===== src/msmc_pkg.sv =====
package msmc_pkg;
  // ------------------------------------------------------------
  // Channel and timing
  // ------------------------------------------------------------
  localparam int NUM_CH = 8;
  localparam int NUM_OUT = 6;
  localparam int CLK_HZ = 10000000;
  localparam int HOLD_MS = 1000;
  localparam int HOLD_CYCLES = CLK_HZ / 1000 * HOLD_MS;
  localparam int BLINK_MS = 250;
  localparam int BLINK_CYCLES = CLK_HZ / 1000 * BLINK_MS;
  // ------------------------------------------------------------
  // Register offsets (byte addresses)
  // ------------------------------------------------------------
  localparam logic [7:0] REG_CTRL = 8'h00;
  localparam logic [7:0] REG_STATUS = 8'h04;
  localparam logic [7:0] REG_SEL = 8'h08;
  localparam logic [7:0] REG_PARAM = 8'h0C;
  // ------------------------------------------------------------
  // Field positions
  // ------------------------------------------------------------
  localparam int CTRL_ATTACH_BIT = 0;
  localparam int CTRL_HIRATE_BIT = 1;
  localparam int CTRL_SYNC_BIT = 2;
  localparam int STAT_MODE_LSB = 0;
  localparam int STAT_SHIFT_BIT = 4;
  localparam int STAT_USER_BIT = 5;
  localparam int STAT_EQOK_BIT = 6;
  localparam int STAT_ROUTE_BIT = 7;
  localparam int STAT_TSOLO_LSB = 8;
  // ------------------------------------------------------------
  // Parameter limits, step sizes and reset values
  // ------------------------------------------------------------
  localparam logic [10:0] FREQ_MIN = 11'h003;
  localparam logic [10:0] FREQ_KNEE = 11'h3E8;
  localparam logic [10:0] FREQ_MAX = 11'h7D0;
  localparam logic [10:0] FREQ_RST = 11'h064;
  localparam logic [10:0] FREQ_FINE = 11'h001;
  localparam logic [10:0] FREQ_COARSE = 11'h00A;
  localparam logic signed [7:0] GAIN_MIN = -8'sh0C;
  localparam logic signed [7:0] GAIN_MAX = 8'sh0C;
  localparam logic [6:0] Q_MIN = 7'h01;
  localparam logic [6:0] Q_MAX = 7'h64;
  localparam logic [6:0] Q_RST = 7'h07;
  localparam logic signed [7:0] PAN_MIN = -8'sh12;
  localparam logic signed [7:0] PAN_MAX = 8'sh12;
  localparam logic signed [7:0] OUT_MIN = -8'sh28;
  localparam logic signed [7:0] OUT_MAX = 8'sh00;
  localparam logic signed [7:0] TRIM_MIN = -8'sh40;
  localparam logic signed [7:0] TRIM_MAX = 8'sh3F;
  // ------------------------------------------------------------
  // Types
  // ------------------------------------------------------------
  typedef enum logic [2:0] {
    MODE_TRIM = 3'h0,
    MODE_FREQ = 3'h1,
    MODE_GAIN = 3'h3,
    MODE_Q = 3'h2,
    MODE_PAN = 3'h6,
    MODE_OUT = 3'h7,
    MODE_USER = 3'h5
  } msmc_mode_type;
  typedef enum logic [1:0] {
    LED_OFF = 2'h0,
    LED_GREEN = 2'h1,
    LED_YELLOW = 2'h2,
    LED_RED = 2'h3
  } msmc_color_type;
  typedef struct packed {
    logic active;
    logic limit;
    logic clip;
  } msmc_meter_type;
  typedef struct packed {
    logic [10:0] freq;
    logic signed [7:0] gain;
    logic [6:0] q;
    logic bypass;
    logic signed [7:0] pan;
    logic signed [7:0] trim;
    logic solo;
  } msmc_chan_type;
endpackage


===== src/msmc_param_ram.sv =====
`timescale 1ns/1ns
`default_nettype none
module msmc_param_ram (
  input wire logic clk,
  input wire logic rst_n,
  input wire logic wrEn,
  input wire logic [2:0] wrAddr,
  input wire msmc_pkg::msmc_chan_type wrData,
  input wire logic [2:0] rdAddr,
  output msmc_pkg::msmc_chan_type rdData
);
  import msmc_pkg::*;
  // ------------------------------------------------------------
  // Per-input settings store
  // ------------------------------------------------------------
  msmc_chan_type mem_r [NUM_CH];
  genvar g;
  generate
    for (g = 0; g < NUM_CH; g++) begin : gEnt
      always_ff @(posedge clk or negedge rst_n) begin
        if (!rst_n) begin
          mem_r[g] <= '{freq: FREQ_RST, gain: 8'sh00, q: Q_RST, bypass: 1'b0, pan: 8'sh00, trim: 8'sh00,
                        solo: 1'b0};
        end else if (wrEn && wrAddr == 3'(g)) begin
          mem_r[g] <= wrData;
        end
      end
    end
  endgenerate
  // Registered read keeps the output a flop; one cycle latency
  always_ff @(posedge clk or negedge rst_n) begin
    if (!rst_n) begin
      rdData <= '0;
    end else begin
      rdData <= mem_r[rdAddr];
    end
  end
endmodule
`default_nettype wire


===== src/msmc_top.sv =====
`timescale 1ns/1ns
`default_nettype none
module msmc_top (
  input wire logic clk,
  input wire logic rst_n,
  input wire logic [7:0] avs_address,
  input wire logic avs_read,
  input wire logic avs_write,
  input wire logic [31:0] avs_writedata,
  input wire logic [3:0] avs_byteenable,
  output logic [31:0] avs_readdata,
  output logic avs_waitrequest,
  input wire logic [3:0] modeButton,
  input wire logic shiftButton,
  input wire logic [msmc_pkg::NUM_CH-1:0] encPress,
  input wire logic [msmc_pkg::NUM_CH-1:0] encStep,
  input wire logic [msmc_pkg::NUM_CH-1:0] encUp,
  input wire logic [msmc_pkg::NUM_CH-1:0] trackButton,
  input wire logic [msmc_pkg::NUM_CH-1:0] gainKnobOn,
  input wire msmc_pkg::msmc_meter_type [msmc_pkg::NUM_CH-1:0] inMeter,
  input wire logic [msmc_pkg::NUM_CH-1:0] inMute,
  input wire msmc_pkg::msmc_meter_type [msmc_pkg::NUM_CH-1:0] outMeter,
  output msmc_pkg::msmc_color_type [msmc_pkg::NUM_CH-1:0] ringLed,
  output logic [3:0] modeLedGreen,
  output logic [3:0] modeLedBlue,
  output logic shiftLedBlue,
  output logic [msmc_pkg::NUM_CH-1:0] inputEnable,
  output logic [msmc_pkg::NUM_CH-1:0] eqActive,
  output logic [msmc_pkg::NUM_CH-1:0] panActive,
  output logic [msmc_pkg::NUM_OUT-1:0] outMute,
  output logic [msmc_pkg::NUM_OUT-1:0] outSolo,
  output logic [msmc_pkg::NUM_CH-1:0] trackSolo,
  output logic routingMode,
  output logic [1:0] userSel
);
  import msmc_pkg::*;
  // ------------------------------------------------------------
  // Control register and bus slave
  // ------------------------------------------------------------
  // Buttons: [0] eq_frequency_mode_button, [1] mode_button_a, [2] pan, [3] output
  logic [2:0] ctrl_r;
  logic [2:0] sel_r;
  logic attached, hiRate, syncOk, attachRise, attachPrev_r, rdPend_r;
  msmc_mode_type mode_r;
  logic shiftArmed_r, userAct_r;
  logic [1:0] userSel_r;
  msmc_chan_type rdData, wrData;
  logic wrEn;
  logic [2:0] wrAddr;
  assign attached = ctrl_r[CTRL_ATTACH_BIT];
  assign hiRate = ctrl_r[CTRL_HIRATE_BIT];
  assign syncOk = ctrl_r[CTRL_SYNC_BIT];
  assign attachRise = attached && !attachPrev_r;
  always_ff @(posedge clk or negedge rst_n) begin
    if (!rst_n) begin
      ctrl_r <= 3'h0;
      sel_r <= 3'h0;
    end else if (avs_write && !avs_waitrequest && avs_byteenable[0]) begin
      if (avs_address == REG_CTRL) begin
        ctrl_r <= avs_writedata[2:0];
      end else if (avs_address == REG_SEL) begin
        sel_r <= avs_writedata[2:0];
      end
    end
  end
  // Reads take two cycles so the settings store can answer from its register
  always_ff @(posedge clk or negedge rst_n) begin
    if (!rst_n) begin
      rdPend_r <= 1'b0;
    end else begin
      // Only a read still waiting may borrow the store's port, never the accept cycle
      rdPend_r <= avs_read && !rdPend_r && avs_waitrequest;
    end
  end
  always_ff @(posedge clk or negedge rst_n) begin
    if (!rst_n) begin
      avs_waitrequest <= 1'b1;
    end else begin
      avs_waitrequest <= !((avs_write && avs_waitrequest) || (avs_read && rdPend_r && avs_waitrequest));
    end
  end
  always_ff @(posedge clk or negedge rst_n) begin
    if (!rst_n) begin
      avs_readdata <= 32'h0;
    end else if (avs_read && rdPend_r) begin
      if (avs_address == REG_CTRL) begin
        avs_readdata <= {29'h0, ctrl_r};
      end else if (avs_address == REG_STATUS) begin
        avs_readdata <= {16'h0, trackSolo, routingMode, !hiRate && attached, userAct_r, shiftArmed_r, 1'b0, mode_r};
      end else if (avs_address == REG_SEL) begin
        avs_readdata <= {29'h0, sel_r};
      end else if (avs_address == REG_PARAM) begin
        avs_readdata <= {rdData.freq, rdData.gain[4:0], rdData.q, rdData.bypass, rdData.pan[5:0], rdData.solo,
                         1'b0};
      end else begin
        avs_readdata <= 32'h0;
      end
    end
  end
  always_ff @(posedge clk or negedge rst_n) begin
    if (!rst_n) begin
      attachPrev_r <= 1'b0;
    end else begin
      attachPrev_r <= attached;
    end
  end
  // ------------------------------------------------------------
  // Mode selection
  // ------------------------------------------------------------
  logic [3:0] btnPrev_r;
  logic shiftPrev_r;
  logic [3:0] btnRise;
  assign btnRise = modeButton & ~btnPrev_r;
  always_ff @(posedge clk or negedge rst_n) begin
    if (!rst_n) begin
      btnPrev_r <= 4'h0;
      shiftPrev_r <= 1'b0;
    end else begin
      btnPrev_r <= modeButton;
      shiftPrev_r <= shiftButton;
    end
  end
  function automatic msmc_mode_type btnMode(input logic [1:0] idx);
    case (idx)
      2'h0: btnMode = MODE_FREQ;
      2'h1: btnMode = MODE_GAIN;
      2'h2: btnMode = MODE_PAN;
      default: btnMode = MODE_OUT;
    endcase
  endfunction
  logic [1:0] pressIdx;
  always_comb begin
    pressIdx = 2'h0;
    for (int i = 3; i >= 0; i--) begin
      if (btnRise[i]) begin
        pressIdx = 2'(i);
      end
    end
  end
  always_ff @(posedge clk or negedge rst_n) begin
    if (!rst_n) begin
      mode_r <= MODE_TRIM;
      userAct_r <= 1'b0;
      userSel_r <= 2'h0;
      shiftArmed_r <= 1'b0;
    end else if (attachRise || !attached) begin
      mode_r <= MODE_TRIM;
      userAct_r <= 1'b0;
      shiftArmed_r <= 1'b0;
    end else begin
      if (modeButton[1:0] == 2'b11 && btnRise[1:0] != 2'b00) begin
        mode_r <= (mode_r == MODE_Q) ? MODE_TRIM : MODE_Q;
        userAct_r <= 1'b0;
        shiftArmed_r <= 1'b0;
      end else if (btnRise != 4'h0) begin
        shiftArmed_r <= 1'b0;
        if (shiftArmed_r) begin
          if (userAct_r && userSel_r == pressIdx) begin
            mode_r <= MODE_TRIM;
            userAct_r <= 1'b0;
          end else begin
            mode_r <= MODE_USER;
            userAct_r <= 1'b1;
            userSel_r <= pressIdx;
          end
        end else if ((!userAct_r && mode_r == btnMode(pressIdx)) || (userAct_r && userSel_r == pressIdx)) begin
          mode_r <= MODE_TRIM;
          userAct_r <= 1'b0;
        end else begin
          mode_r <= btnMode(pressIdx);
          userAct_r <= 1'b0;
        end
      end
      // Last, so a shift release meeting a mode press in one cycle still arms
      if (shiftPrev_r && !shiftButton) begin
        shiftArmed_r <= 1'b1;
      end
    end
  end
  // ------------------------------------------------------------
  // Encoder press timing, short versus hold
  // ------------------------------------------------------------
  // One shared scan would be smaller, but per-channel timers keep holds independent
  logic [NUM_CH-1:0] shortEv, holdEv, trkHoldEv;
  logic [NUM_CH-1:0] encPrev_r;
  genvar g;
  generate
    for (g = 0; g < NUM_CH; g++) begin : gPress
      logic [23:0] cnt_r, tcnt_r;
      logic done_r, tdone_r;
      always_ff @(posedge clk or negedge rst_n) begin
        if (!rst_n) begin
          cnt_r <= 24'h0;
          done_r <= 1'b0;
        end else if (!encPress[g]) begin
          cnt_r <= 24'h0;
          done_r <= 1'b0;
        end else if (!done_r && cnt_r == 24'(HOLD_CYCLES - 1)) begin
          done_r <= 1'b1;
        end else if (!done_r) begin
          cnt_r <= cnt_r + 24'h1;
        end
      end
      assign holdEv[g] = encPress[g] && !done_r && cnt_r == 24'(HOLD_CYCLES - 1);
      assign shortEv[g] = encPrev_r[g] && !encPress[g] && !done_r;
      always_ff @(posedge clk or negedge rst_n) begin
        if (!rst_n) begin
          tcnt_r <= 24'h0;
          tdone_r <= 1'b0;
        end else if (!trackButton[g]) begin
          tcnt_r <= 24'h0;
          tdone_r <= 1'b0;
        end else if (!tdone_r && tcnt_r == 24'(HOLD_CYCLES - 1)) begin
          tdone_r <= 1'b1;
        end else if (!tdone_r) begin
          tcnt_r <= tcnt_r + 24'h1;
        end
      end
      assign trkHoldEv[g] = trackButton[g] && !tdone_r && tcnt_r == 24'(HOLD_CYCLES - 1);
    end
  endgenerate
  always_ff @(posedge clk or negedge rst_n) begin
    if (!rst_n) begin
      encPrev_r <= '0;
    end else begin
      encPrev_r <= encPress;
    end
  end
  always_ff @(posedge clk or negedge rst_n) begin
    if (!rst_n) begin
      trackSolo <= '0;
      routingMode <= 1'b0;
    end else if (!attached) begin
      trackSolo <= '0;
      routingMode <= 1'b0;
    end else if (trkHoldEv != '0) begin
      trackSolo <= trackSolo ^ trkHoldEv;
      routingMode <= 1'b1;
    end else if (btnRise != 4'h0) begin
      routingMode <= 1'b0;
    end
  end
  // ------------------------------------------------------------
  // Per-input setting update, one channel per cycle
  // ------------------------------------------------------------
  logic [2:0] scan_r;
  logic [2:0] rdAddr;
  logic [NUM_CH-1:0] pendTurn_r, pendUp_r, pendShort_r, pendHold_r;
  logic isEq;
  msmc_chan_type nxt;
  assign isEq = mode_r == MODE_FREQ || mode_r == MODE_GAIN || mode_r == MODE_Q;
  assign rdAddr = (avs_read && !rdPend_r && avs_waitrequest) ? sel_r : scan_r + 3'h1;
  always_ff @(posedge clk or negedge rst_n) begin
    if (!rst_n) begin
      scan_r <= 3'h0;
    end else if (!(avs_read && !rdPend_r && avs_waitrequest)) begin
      scan_r <= scan_r + 3'h1;
    end
  end
  // Events latch until the scan reaches their channel; a new event wins over the clear
  always_ff @(posedge clk or negedge rst_n) begin
    if (!rst_n) begin
      pendTurn_r <= '0;
      pendUp_r <= '0;
      pendShort_r <= '0;
      pendHold_r <= '0;
    end else if (!attached || mode_r == MODE_OUT) begin
      // Presses met in output mode or while detached belong to no input setting
      pendTurn_r <= '0;
      pendShort_r <= '0;
      pendHold_r <= '0;
    end else begin
      for (int i = 0; i < NUM_CH; i++) begin
        if (wrEn && wrAddr == 3'(i)) begin
          pendTurn_r[i] <= encStep[i];
          pendShort_r[i] <= shortEv[i];
          pendHold_r[i] <= holdEv[i];
        end else begin
          pendTurn_r[i] <= pendTurn_r[i] | encStep[i];
          pendShort_r[i] <= pendShort_r[i] | shortEv[i];
          pendHold_r[i] <= pendHold_r[i] | holdEv[i];
        end
        if (encStep[i]) begin
          pendUp_r[i] <= encUp[i];
        end
      end
    end
  end
  assign wrAddr = scan_r;
  assign wrEn = !rdPend_r && attached && mode_r != MODE_OUT;
  always_comb begin
    nxt = rdData;
    if (pendTurn_r[scan_r]) begin
      case (mode_r)
        MODE_TRIM: begin
          if (pendUp_r[scan_r] && rdData.trim < TRIM_MAX) nxt.trim = rdData.trim + 8'sh01;
          if (!pendUp_r[scan_r] && rdData.trim > TRIM_MIN) nxt.trim = rdData.trim - 8'sh01;
        end
        MODE_FREQ: begin
          if (pendUp_r[scan_r] && rdData.freq < FREQ_MAX) begin
            nxt.freq = rdData.freq + ((rdData.freq < FREQ_KNEE) ? FREQ_FINE : FREQ_COARSE);
          end
          if (!pendUp_r[scan_r] && rdData.freq > FREQ_MIN) begin
            nxt.freq = rdData.freq - ((rdData.freq <= FREQ_KNEE) ? FREQ_FINE : FREQ_COARSE);
          end
        end
        MODE_GAIN: begin
          if (pendUp_r[scan_r] && rdData.gain < GAIN_MAX) nxt.gain = rdData.gain + 8'sh01;
          if (!pendUp_r[scan_r] && rdData.gain > GAIN_MIN) nxt.gain = rdData.gain - 8'sh01;
        end
        MODE_Q: begin
          if (pendUp_r[scan_r] && rdData.q < Q_MAX) nxt.q = rdData.q + 7'h01;
          if (!pendUp_r[scan_r] && rdData.q > Q_MIN) nxt.q = rdData.q - 7'h01;
        end
        MODE_PAN: begin
          if (pendUp_r[scan_r] && rdData.pan < PAN_MAX) nxt.pan = rdData.pan + 8'sh01;
          if (!pendUp_r[scan_r] && rdData.pan > PAN_MIN) nxt.pan = rdData.pan - 8'sh01;
        end
        default: nxt = rdData;
      endcase
    end
    if (pendShort_r[scan_r]) nxt.solo = !rdData.solo;
    if (pendHold_r[scan_r] && isEq) nxt.bypass = !rdData.bypass;
  end
  assign wrData = nxt;
  msmc_param_ram uRam (
    .clk(clk),
    .rst_n(rst_n),
    .wrEn(wrEn),
    .wrAddr(wrAddr),
    .wrData(wrData),
    .rdAddr(rdAddr),
    .rdData(rdData)
  );
  // ------------------------------------------------------------
  // Per-input outputs and output channels
  // ------------------------------------------------------------
  logic [NUM_CH-1:0] soloSh_r, bypassSh_r;
  logic signed [7:0] outLvl_r [NUM_OUT];
  always_ff @(posedge clk or negedge rst_n) begin
    if (!rst_n) begin
      soloSh_r <= '0;
      bypassSh_r <= '0;
    end else if (wrEn) begin
      soloSh_r[wrAddr] <= nxt.solo;
      bypassSh_r[wrAddr] <= nxt.bypass;
    end
  end
  always_ff @(posedge clk or negedge rst_n) begin
    if (!rst_n) begin
      eqActive <= '0;
      panActive <= '0;
      inputEnable <= '0;
    end else begin
      eqActive <= (attached && !hiRate) ? ~bypassSh_r : '0;
      panActive <= attached ? '1 : '0;
      inputEnable <= gainKnobOn;
    end
  end
  generate
    for (g = 0; g < NUM_OUT; g++) begin : gOut
      always_ff @(posedge clk or negedge rst_n) begin
        if (!rst_n) begin
          outMute[g] <= 1'b0;
          outSolo[g] <= 1'b0;
          outLvl_r[g] <= OUT_MAX;
        end else if (!attached) begin
          outMute[g] <= 1'b0;
          outSolo[g] <= 1'b0;
        end else if (mode_r == MODE_OUT) begin
          if (holdEv[g]) outMute[g] <= !outMute[g];
          if (shortEv[g]) outSolo[g] <= !outSolo[g];
          if (encStep[g] && encUp[g] && outLvl_r[g] < OUT_MAX) outLvl_r[g] <= outLvl_r[g] + 8'sh01;
          if (encStep[g] && !encUp[g] && outLvl_r[g] > OUT_MIN) outLvl_r[g] <= outLvl_r[g] - 8'sh01;
        end
      end
    end
  endgenerate
  // ------------------------------------------------------------
  // LEDs
  // ------------------------------------------------------------
  logic [21:0] blinkCnt_r;
  logic blink_r;
  logic [NUM_CH-1:0] outMuteWide, outSoloWide;
  // Widened so the ring loop may index the two channels without an output
  assign outMuteWide = {{(NUM_CH - NUM_OUT){1'b0}}, outMute};
  assign outSoloWide = {{(NUM_CH - NUM_OUT){1'b0}}, outSolo};
  always_ff @(posedge clk or negedge rst_n) begin
    if (!rst_n) begin
      blinkCnt_r <= 22'h0;
      blink_r <= 1'b0;
    end else if (blinkCnt_r == 22'(BLINK_CYCLES - 1)) begin
      blinkCnt_r <= 22'h0;
      blink_r <= !blink_r;
    end else begin
      blinkCnt_r <= blinkCnt_r + 22'h1;
    end
  end
  always_ff @(posedge clk or negedge rst_n) begin
    if (!rst_n) begin
      modeLedGreen <= 4'h0;
      modeLedBlue <= 4'h0;
      shiftLedBlue <= 1'b0;
      userSel <= 2'h0;
    end else begin
      modeLedGreen <= 4'h0;
      modeLedBlue <= 4'h0;
      shiftLedBlue <= shiftArmed_r && blink_r;
      userSel <= userSel_r;
      case (mode_r)
        MODE_FREQ: modeLedGreen <= {3'h0, blink_r};
        MODE_GAIN: modeLedGreen <= {2'h0, blink_r, 1'b0};
        MODE_Q: modeLedGreen <= {2'h0, blink_r, blink_r};
        MODE_PAN: modeLedGreen <= {1'b0, blink_r, 2'h0};
        MODE_OUT: modeLedGreen <= {blink_r, 3'h0};
        MODE_USER: modeLedBlue <= 4'(blink_r) << userSel_r;
        default: modeLedGreen <= 4'h0;
      endcase
    end
  end
  generate
    for (g = 0; g < NUM_CH; g++) begin : gRing
      always_ff @(posedge clk or negedge rst_n) begin
        if (!rst_n) begin
          ringLed[g] <= LED_OFF;
        end else if (!syncOk) begin
          ringLed[g] <= blink_r ? LED_YELLOW : LED_OFF;
        end else if (mode_r == MODE_OUT) begin
          if (g >= NUM_OUT) ringLed[g] <= LED_OFF;
          else if (outMuteWide[g]) ringLed[g] <= LED_RED;
          else if (outSoloWide[g]) ringLed[g] <= LED_YELLOW;
          else if (outMeter[g].clip) ringLed[g] <= LED_RED;
          else if (outMeter[g].active) ringLed[g] <= LED_GREEN;
          else ringLed[g] <= LED_OFF;
        end else begin
          if (inMute[g]) ringLed[g] <= LED_RED;
          else if (soloSh_r[g]) ringLed[g] <= LED_YELLOW;
          else if (inMeter[g].clip) ringLed[g] <= LED_RED;
          else if (inMeter[g].limit) ringLed[g] <= LED_YELLOW;
          else if (inMeter[g].active) ringLed[g] <= LED_GREEN;
          else ringLed[g] <= LED_OFF;
        end
      end
    end
  endgenerate
endmodule
`default_nettype wire


===== config.mk =====
export PLATFORM = sky130hd
export DESIGN_NAME = msmc_top
export DESIGN_NICKNAME = d
export VERILOG_FILES = /design/src/msmc_pkg.sv /design/src/msmc_param_ram.sv /design/src/msmc_top.sv
export SDC_FILE = /design/constraint.sdc
export NUM_CORES = 2
export LEC_CHECK = 0
export ABC_AREA = 1
export BUFFER_PORTS_ARGS = -buffer_cell sky130_fd_sc_hd__buf_4
export CORE_MARGIN = 2
export CORE_UTILIZATION = 40
export DETAILED_ROUTE_END_ITERATION = 16
export RECOVER_POWER = 25
export SYNTH_ARGS = -nofsm -noshare
export SYNTH_HDL_FRONTEND = slang
export SYNTH_SLANG_ARGS = --single-unit

===== constraint.sdc =====
create_clock -name clk -period 3.2 [get_ports clk]
set_input_delay 0.16 -clock clk [delete_from_list [all_inputs] [get_ports clk]]
set_output_delay 0.16 -clock clk [all_outputs]
set_load 0.03 [all_outputs]

# Yosys cells after proc, flatten, opt, wreduce, memory -nomap -nowiden
# Index checks and enable logic that the tools add are counted.
classes:
  bitwise: 34
  shift: 1
  n_addsub: 28
  n_reduce_logical: 202
  order_cmp: 15
  muxes: 298
  eq_ne: 102
op_table:
  columns: ["cell", "count"]
  rows:
  - ["2-to-1 mux 24 bit", 48]
  - ["adder 24 x 1 -> 24 bit, second input constant", 16]
  - ["equality test 24 bit, second input constant", 16]
  - ["2-to-1 mux 2 bit", 72]
  - ["binary-select mux 44 bit (select 3 bit)", 1]
  - ["2-to-1 mux 44 bit", 3]
  - ["2-to-1 mux 32 bit", 4]
  - ["2-to-1 mux 8 bit", 16]
  - ["2-to-1 mux 1 bit", 124]
  - ["logical AND 1 bit", 100]
  - ["AND reduction 2 bit", 37]
  - ["inequality test 2 bit, second input constant", 32]
  - ["inequality test 2 x 1 -> 1 bit, second input constant", 30]
  - ["logical NOT 1 bit", 48]
  - ["2-to-1 mux 11 bit", 3]
  - ["2-to-1 mux 3 bit", 11]
  - ["adder 8 x 2 -> 8 bit, second input constant", 3]
  - ["bitwise OR 1 bit", 24]
  - ["subtractor 8 x 2 -> 8 bit, second input constant", 3]
  - ["adder 22 x 1 -> 22 bit, second input constant", 1]
  - ["equality test 22 bit, second input constant", 1]
  - ["2-to-1 mux 22 bit", 1]
  - ["equality test 3 bit, second input constant", 7]
  - ["2-to-1 mux 7 bit", 3]
  - ["other kinds (53)", 76]
word_totals:
  regBits: 1003
  output_inout_bits: 105

# Logic depth before layout (Yosys ltp)
depth:
  ltp_word: 20
  depth_mapped: 19
  ltp_nobuf: 19

# Modules after synthesis
# From an unflattened synthesis, not the netlist that was laid out.
unflattened:
  hier_cells: 7353
  hier_area_um2: 54708.7
modules_own_cells:
  columns: ["mod", "area_each_um2", "n_inst", "cells_per_inst", "seq_area_each_um2"]
  rows:
  - ["msmc_top", 36383.6, 1, 4950, 14990.6]
  - ["msmc_param_ram", 18325.1, 1, 2403, 9969.6]

# Worst setup path before layout
# No wires, ideal clock.
synth_path:
  path_kind: "flip-flop to flip-flop"
  start: "reg uRam.rdData[40] (netlist name)"
  end: "reg uRam.mem_r[263] in the netlist's numbering"
  setup_ns: 0.117
  setup_slack_ns: -0.026
  required_ns: 3.083
  arrival_time_ns: 3.109
  path_stages_with_launch: 19
  synth_period_minus_slack_ns: 3.226
  path_buffers: 0
  cell_sequence: "dfrtp_1 inv_1 nor3_1 nand3_1 o41ai_1 ha_1 inv_1 fa_1 or2_2 a21oi_1 nand3_1 nand3_1 nand2_1 inv_1 nand3_1 nand2_1 nand2_1 nand2_1 nand2_1"
synth_between:
  elab_chain_len: 7
  word_cells_on_any_way: 14
  cone_classes: "add/sub: 2; order compare: 4; mux: 6; reduce/logical: 2"
synth_lines:
  columns: ["element", "line", "text"]
  rows:
  - ["< comparator 11 x 10 -> 1 bit", "msmc_top.sv:301", "nxt.freq = rdData.freq + ((rdData.freq < FREQ_KNEE) ? FREQ_FINE : FREQ_COARSE);"]
  - ["2-to-1 mux 4 bit", "msmc_top.sv:301", null]
  - ["adder 11 x 4 -> 11 bit", "msmc_top.sv:301", null]
  - ["2-to-1 mux 11 bit", "msmc_top.sv:300", "if (pendUp_r[scan_r] && rdData.freq < FREQ_MAX) begin"]
  - ["2-to-1 mux 11 bit *", "msmc_top.sv:303", "if (!pendUp_r[scan_r] && rdData.freq > FREQ_MIN) begin"]
  - ["2-to-1 mux 11 bit *", "msmc_top.sv:294", "case (mode_r)"]
  - ["2-to-1 mux 44 bit *", "msmc_top.sv:293", "if (pendTurn_r[scan_r]) begin"]
  - ["to (signal, indexed assignment)", "msmc_param_ram.sv:22", "mem_r[g] <= '{freq: FREQ_RST, gain: 8'sh00, q: Q_RST, bypass: 1'b0, pan: 8'sh00, trim: 8'sh00,"]
  - ["to (signal, indexed assignment)", "msmc_param_ram.sv:25", "mem_r[g] <= wrData;"]
  - ["to (decl)", "msmc_param_ram.sv:16", "msmc_chan_type mem_r [NUM_CH];"]
# Mark *: on every way between the ends. The rest lies on a longest branch, timed or not.
# A chain may end at the register's enable or synchronous reset.

# Worst setup path after layout
layout_path:
  start: "reg uRam.rdData[40] (netlist name)"
  end: "reg uRam.mem_r[303] in the netlist's numbering"
layout_between:
  elab_chain_len: 7
  word_cells_on_any_way: 14
  cone_classes: "add/sub: 2; order compare: 4; mux: 6; reduce/logical: 2"
layout_lines:
  columns: ["element", "line"]
  rows:
  - ["< comparator 11 x 10 -> 1 bit", "msmc_top.sv:301"]
  - ["2-to-1 mux 4 bit", "msmc_top.sv:301"]
  - ["adder 11 x 4 -> 11 bit", "msmc_top.sv:301"]
  - ["2-to-1 mux 11 bit", "msmc_top.sv:300"]
  - ["2-to-1 mux 11 bit *", "msmc_top.sv:303"]
  - ["2-to-1 mux 11 bit *", "msmc_top.sv:294"]
  - ["2-to-1 mux 44 bit *", "msmc_top.sv:293"]
# Marked as above.

==> out/qor.yml <==
run_status:
  status: "finished, violations left"
  violations: "max-capacitance violations, max-slew violations"
synthesis:
  syn_nets: 6602
  netlist_instances: 6415
  netlist_area_sq_mm: 0.0493
  ys_warn_count: 0
  syn-mean-instance-area_sq_um: 7.69
  ys_types: 60
  synth_seq_cells: 923
  synth-seq-area-share: 0.470
floorplanning:
  die_w_um: 355
  core_sq_mm: 0.122
  start_util: 0.404
  die_area_sq_mm: 0.126
  die_h_um: 355
  num_rows: 128
  io_pins: 254
clock_tree:
  cts_made_buffers: 105
  clk_pin_slew_ps: 60
  cts_tree: "done"
  clk_latency_ps: 710
  cts_htree_levels: 3
  clockBufferDepth: 3
  cts_root_buf: "clkbuf_16"
  clkSinkCount: 923
setup_path:
  reg2reg_depth: 13
  critical_path_class: "flop to flop"
  r2r_end: "uRam.mem_r[303]$_DFFE_PN1P_"
  cp.arrival_ps: 3670
  r2r_slack_ps: 150
  required_ps: 3820
  startpoint_type: "flop"
  rr_startpoint: "uRam.rdData[40]$_DFF_PN0_"
  end_kind: "flop"
  cp_max_fo: 8
detailed_routing:
  vias: 44800
  routed_wl_um: 147000
  viasPerCell: 5.32
  firstDrtPassIters: 7
  drtIter0Drc: 3794
  post_drt_wl_per_cell_um: 17.4
  ant_nets: 0
  drc: 0
global_route:
  antenna_found_initial: 6
  grt_usage: 0.230
  grt_pass1_wl_um: 235000
  grt_pass1_vias: 42600
  grt_max_degree: 130
  grt_overflow_total: 0
power:
  ir_drop_v: 0.000528
  powerDensity_mw_per_mm2: 577
  leakagePower_uw: 0.0258
layout:
  syn2layout_area_growth_pct: 17.2
  fin_area_sq_mm: 0.0578
  final_cell_mix: "1652 x nand2_1, 874 x dfrtp_1, 723 x nor2_1"
  fin_nets: 6894
  post_layout_nonfiller_instances: 8422
  drive_above_1_share: 0.0987
  final_core_util: 0.473
  layout_commonest_cell: "nand2_1"
  num_antenna_cells: 0
sta:
  post-route-period-util: 0.954
  rsz0062_at_grt: "true"
  max_freq_mhz: 328
  drv_slew: 56
  post-route-min-period_ps: 3050
  fin_skew_ps: 33.2
  setup-violations-final: 0
  hold_viol_final: 0
  relSlewSlack: -0.302
  worstMarginPinSlew_ps: 1950
placement:
  gp_congestion: 0.918
  place_inst: 8118
  place_area_sq_mm: 0.0530
  portBuffers: 209
  hpwlAfterDp_um: 102000
hold_path:
  worstHoldPathCells: 3
  hold_path_end: "scan_r[2]$_DFFE_PN0N_"
  min_from: "avs_read"
  min_path_type: "input pin to flop"
run:
  drv_cap: 1
-- synthesized netlist by cell type, drive strengths merged --
| library cell | number | area (sq um) |
|---|---|---|
| dfrtp | 874 | 21900 |
| nor3b | 13 | 97.6 |
| nand2 | 1674 | 6330 |
| and3 | 3 | 18.8 |
| clkinv | 5 | 18.8 |
| o22ai | 39 | 244 |
| a21boi | 2 | 15.0 |
| inv | 558 | 2100 |
| xnor2 | 42 | 368 |
| nor2 | 731 | 2770 |
| a2bb2oi | 2 | 17.5 |
| a211oi | 2 | 15.0 |
| a311oi | 5 | 43.8 |
| a21o | 2 | 15.0 |
| dfstp | 49 | 1290 |
| a31oi | 46 | 288 |
| o41ai | 1 | 8.76 |
| nor4 | 62 | 388 |
| and2 | 2 | 12.5 |
| o211ai | 7 | 52.6 |
| fa | 2 | 40.0 |
| o21a | 12 | 90.1 |
| nand3b | 20 | 150 |
| a221oi | 2 | 17.5 |
| a22oi | 1 | 7.51 |
| ha | 36 | 450 |
| mux2 | 8 | 90.1 |
| buf | 111 | 586 |
| nand4 | 235 | 1480 |
| xor2 | 172 | 1530 |
| nand3 | 450 | 2270 |
| or2 | 29 | 181 |
| a21oi | 118 | 613 |
| clkbuf | 148 | 564 |
| a31o | 1 | 8.76 |
| o2bb2ai | 1 | 8.76 |
| nor3 | 196 | 1020 |
| o21bai | 9 | 67.6 |
| o21ai | 565 | 2830 |
| o31ai | 180 | 1350 |
-- cell families (layout without fill, tap and decap cells) --
family / count (synthesis) / in the layout / synth area share
simple gates: 3415 / 3415 / 0.298
compound gates: 995 / 995 / 0.115
flops: 923 / 923 / 0.470
buf+inv: 822 / 1204 / 0.0663
xor+xnor: 214 / 214 / 0.0385
fa+ha+maj: 38 / 38 / 0.00994
mux: 8 / 8 / 0.00183
-- through the flow --
| step | setup WS [ps] | total power [uW] | hold WS (ps) | TNS (ps) |
|---|---|---|---|---|
| finish | 147 | 33300 | 69.2 | 0 |
| global route | -5.09 | 35000 | 62.6 | -7.77 |
| CTS | 32.1 | 33600 | 7.36 | 0 |
| detailed placement | -125 | 20400 | 180 | -3000 |
| global placement | -166 | 20400 | 179 | -3340 |
| floorplan | 64.8 | 17500 | -136 | 0 |
-- report_power, final --
group / internal (uW) / switching [uW]
logic: 2370 / 5280
registers: 12200 / 613
clock network: 7810 / 5070
total: 22400 / 11000
-- layer usage --
layer,track usage,up-vias,part of all wire
met4,0.0753,6,0.028
met2,0.359,1181,0.45
met1,0.321,21500,0.46
li1,-,21900,-
met3,0.0441,234,0.066
met5,0,-,0.00028
-- sequential cells by signal, indices dropped and copies added (netlist names), 16 cells and up --
signal / count
avs_readdata: 32
ringLed: 16
blinkCnt_r: 22
gPress.tcnt_r: 192
uRam.mem_r: 288
gPress.cnt_r: 192
uRam.rdData: 36
-- worst max path at each step --
stage | end | slack (ps) | start
3_3_place_gp | uRam.mem_r[219]$_DFFE_PN0P_ | -170 | uRam.rdData[40]$_DFF_PN0_
6_report | uRam.mem_r[303]$_DFFE_PN1P_ | 150 | uRam.rdData[40]$_DFF_PN0_
2_1_floorplan | uRam.mem_r[263]$_DFFE_PN0P_ | 60 | uRam.rdData[40]$_DFF_PN0_
3_5_place_dp | uRam.mem_r[43]$_DFFE_PN0P_ | -120 | uRam.rdData[41]$_DFF_PN0_
5_1_grt | uRam.mem_r[303]$_DFFE_PN1P_ | -5 | uRam.rdData[40]$_DFF_PN0_
4_1_cts | uRam.mem_r[43]$_DFFE_PN0P_ | 30 | uRam.rdData[40]$_DFF_PN0_
-- layout make-up --
| type | instances | area [sq um] |
|---|---|---|
| inverter | 563 | 2120 |
| multi-input combinational | 4670 | 23000 |
| tap | 1625 | 2030 |
| clock inverter | 31 | 412 |
| fill | 11900 | 64300 |
| clock buffer | 166 | 3320 |
| sequential | 923 | 23200 |
| timing repair buffer | 444 | 3730 |
-- critical path, cell delays in order (launching register included) --
cell and delay [ps]:
dfrtp_1 340, inv_1 70, nor3_4 220, nand3_2 150, o21ai_2 230, o41ai_4 120, buf_4 160, fa_1 410
or2_2 300, a21o_1 190, o211ai_1 270, nand4_2 270, nand3_1 150, o21ai_0 80
-- what timing repair did --
action,4_1_cts,5_1_grt
hold buffers,106,0
endpoints found under the setup margin,32,48
buffers inserted,1,0
pin swaps,2,5
endpoints found under the hold margin,678,0
resized for setup,4,9
(Power assumes the default switching activity.)
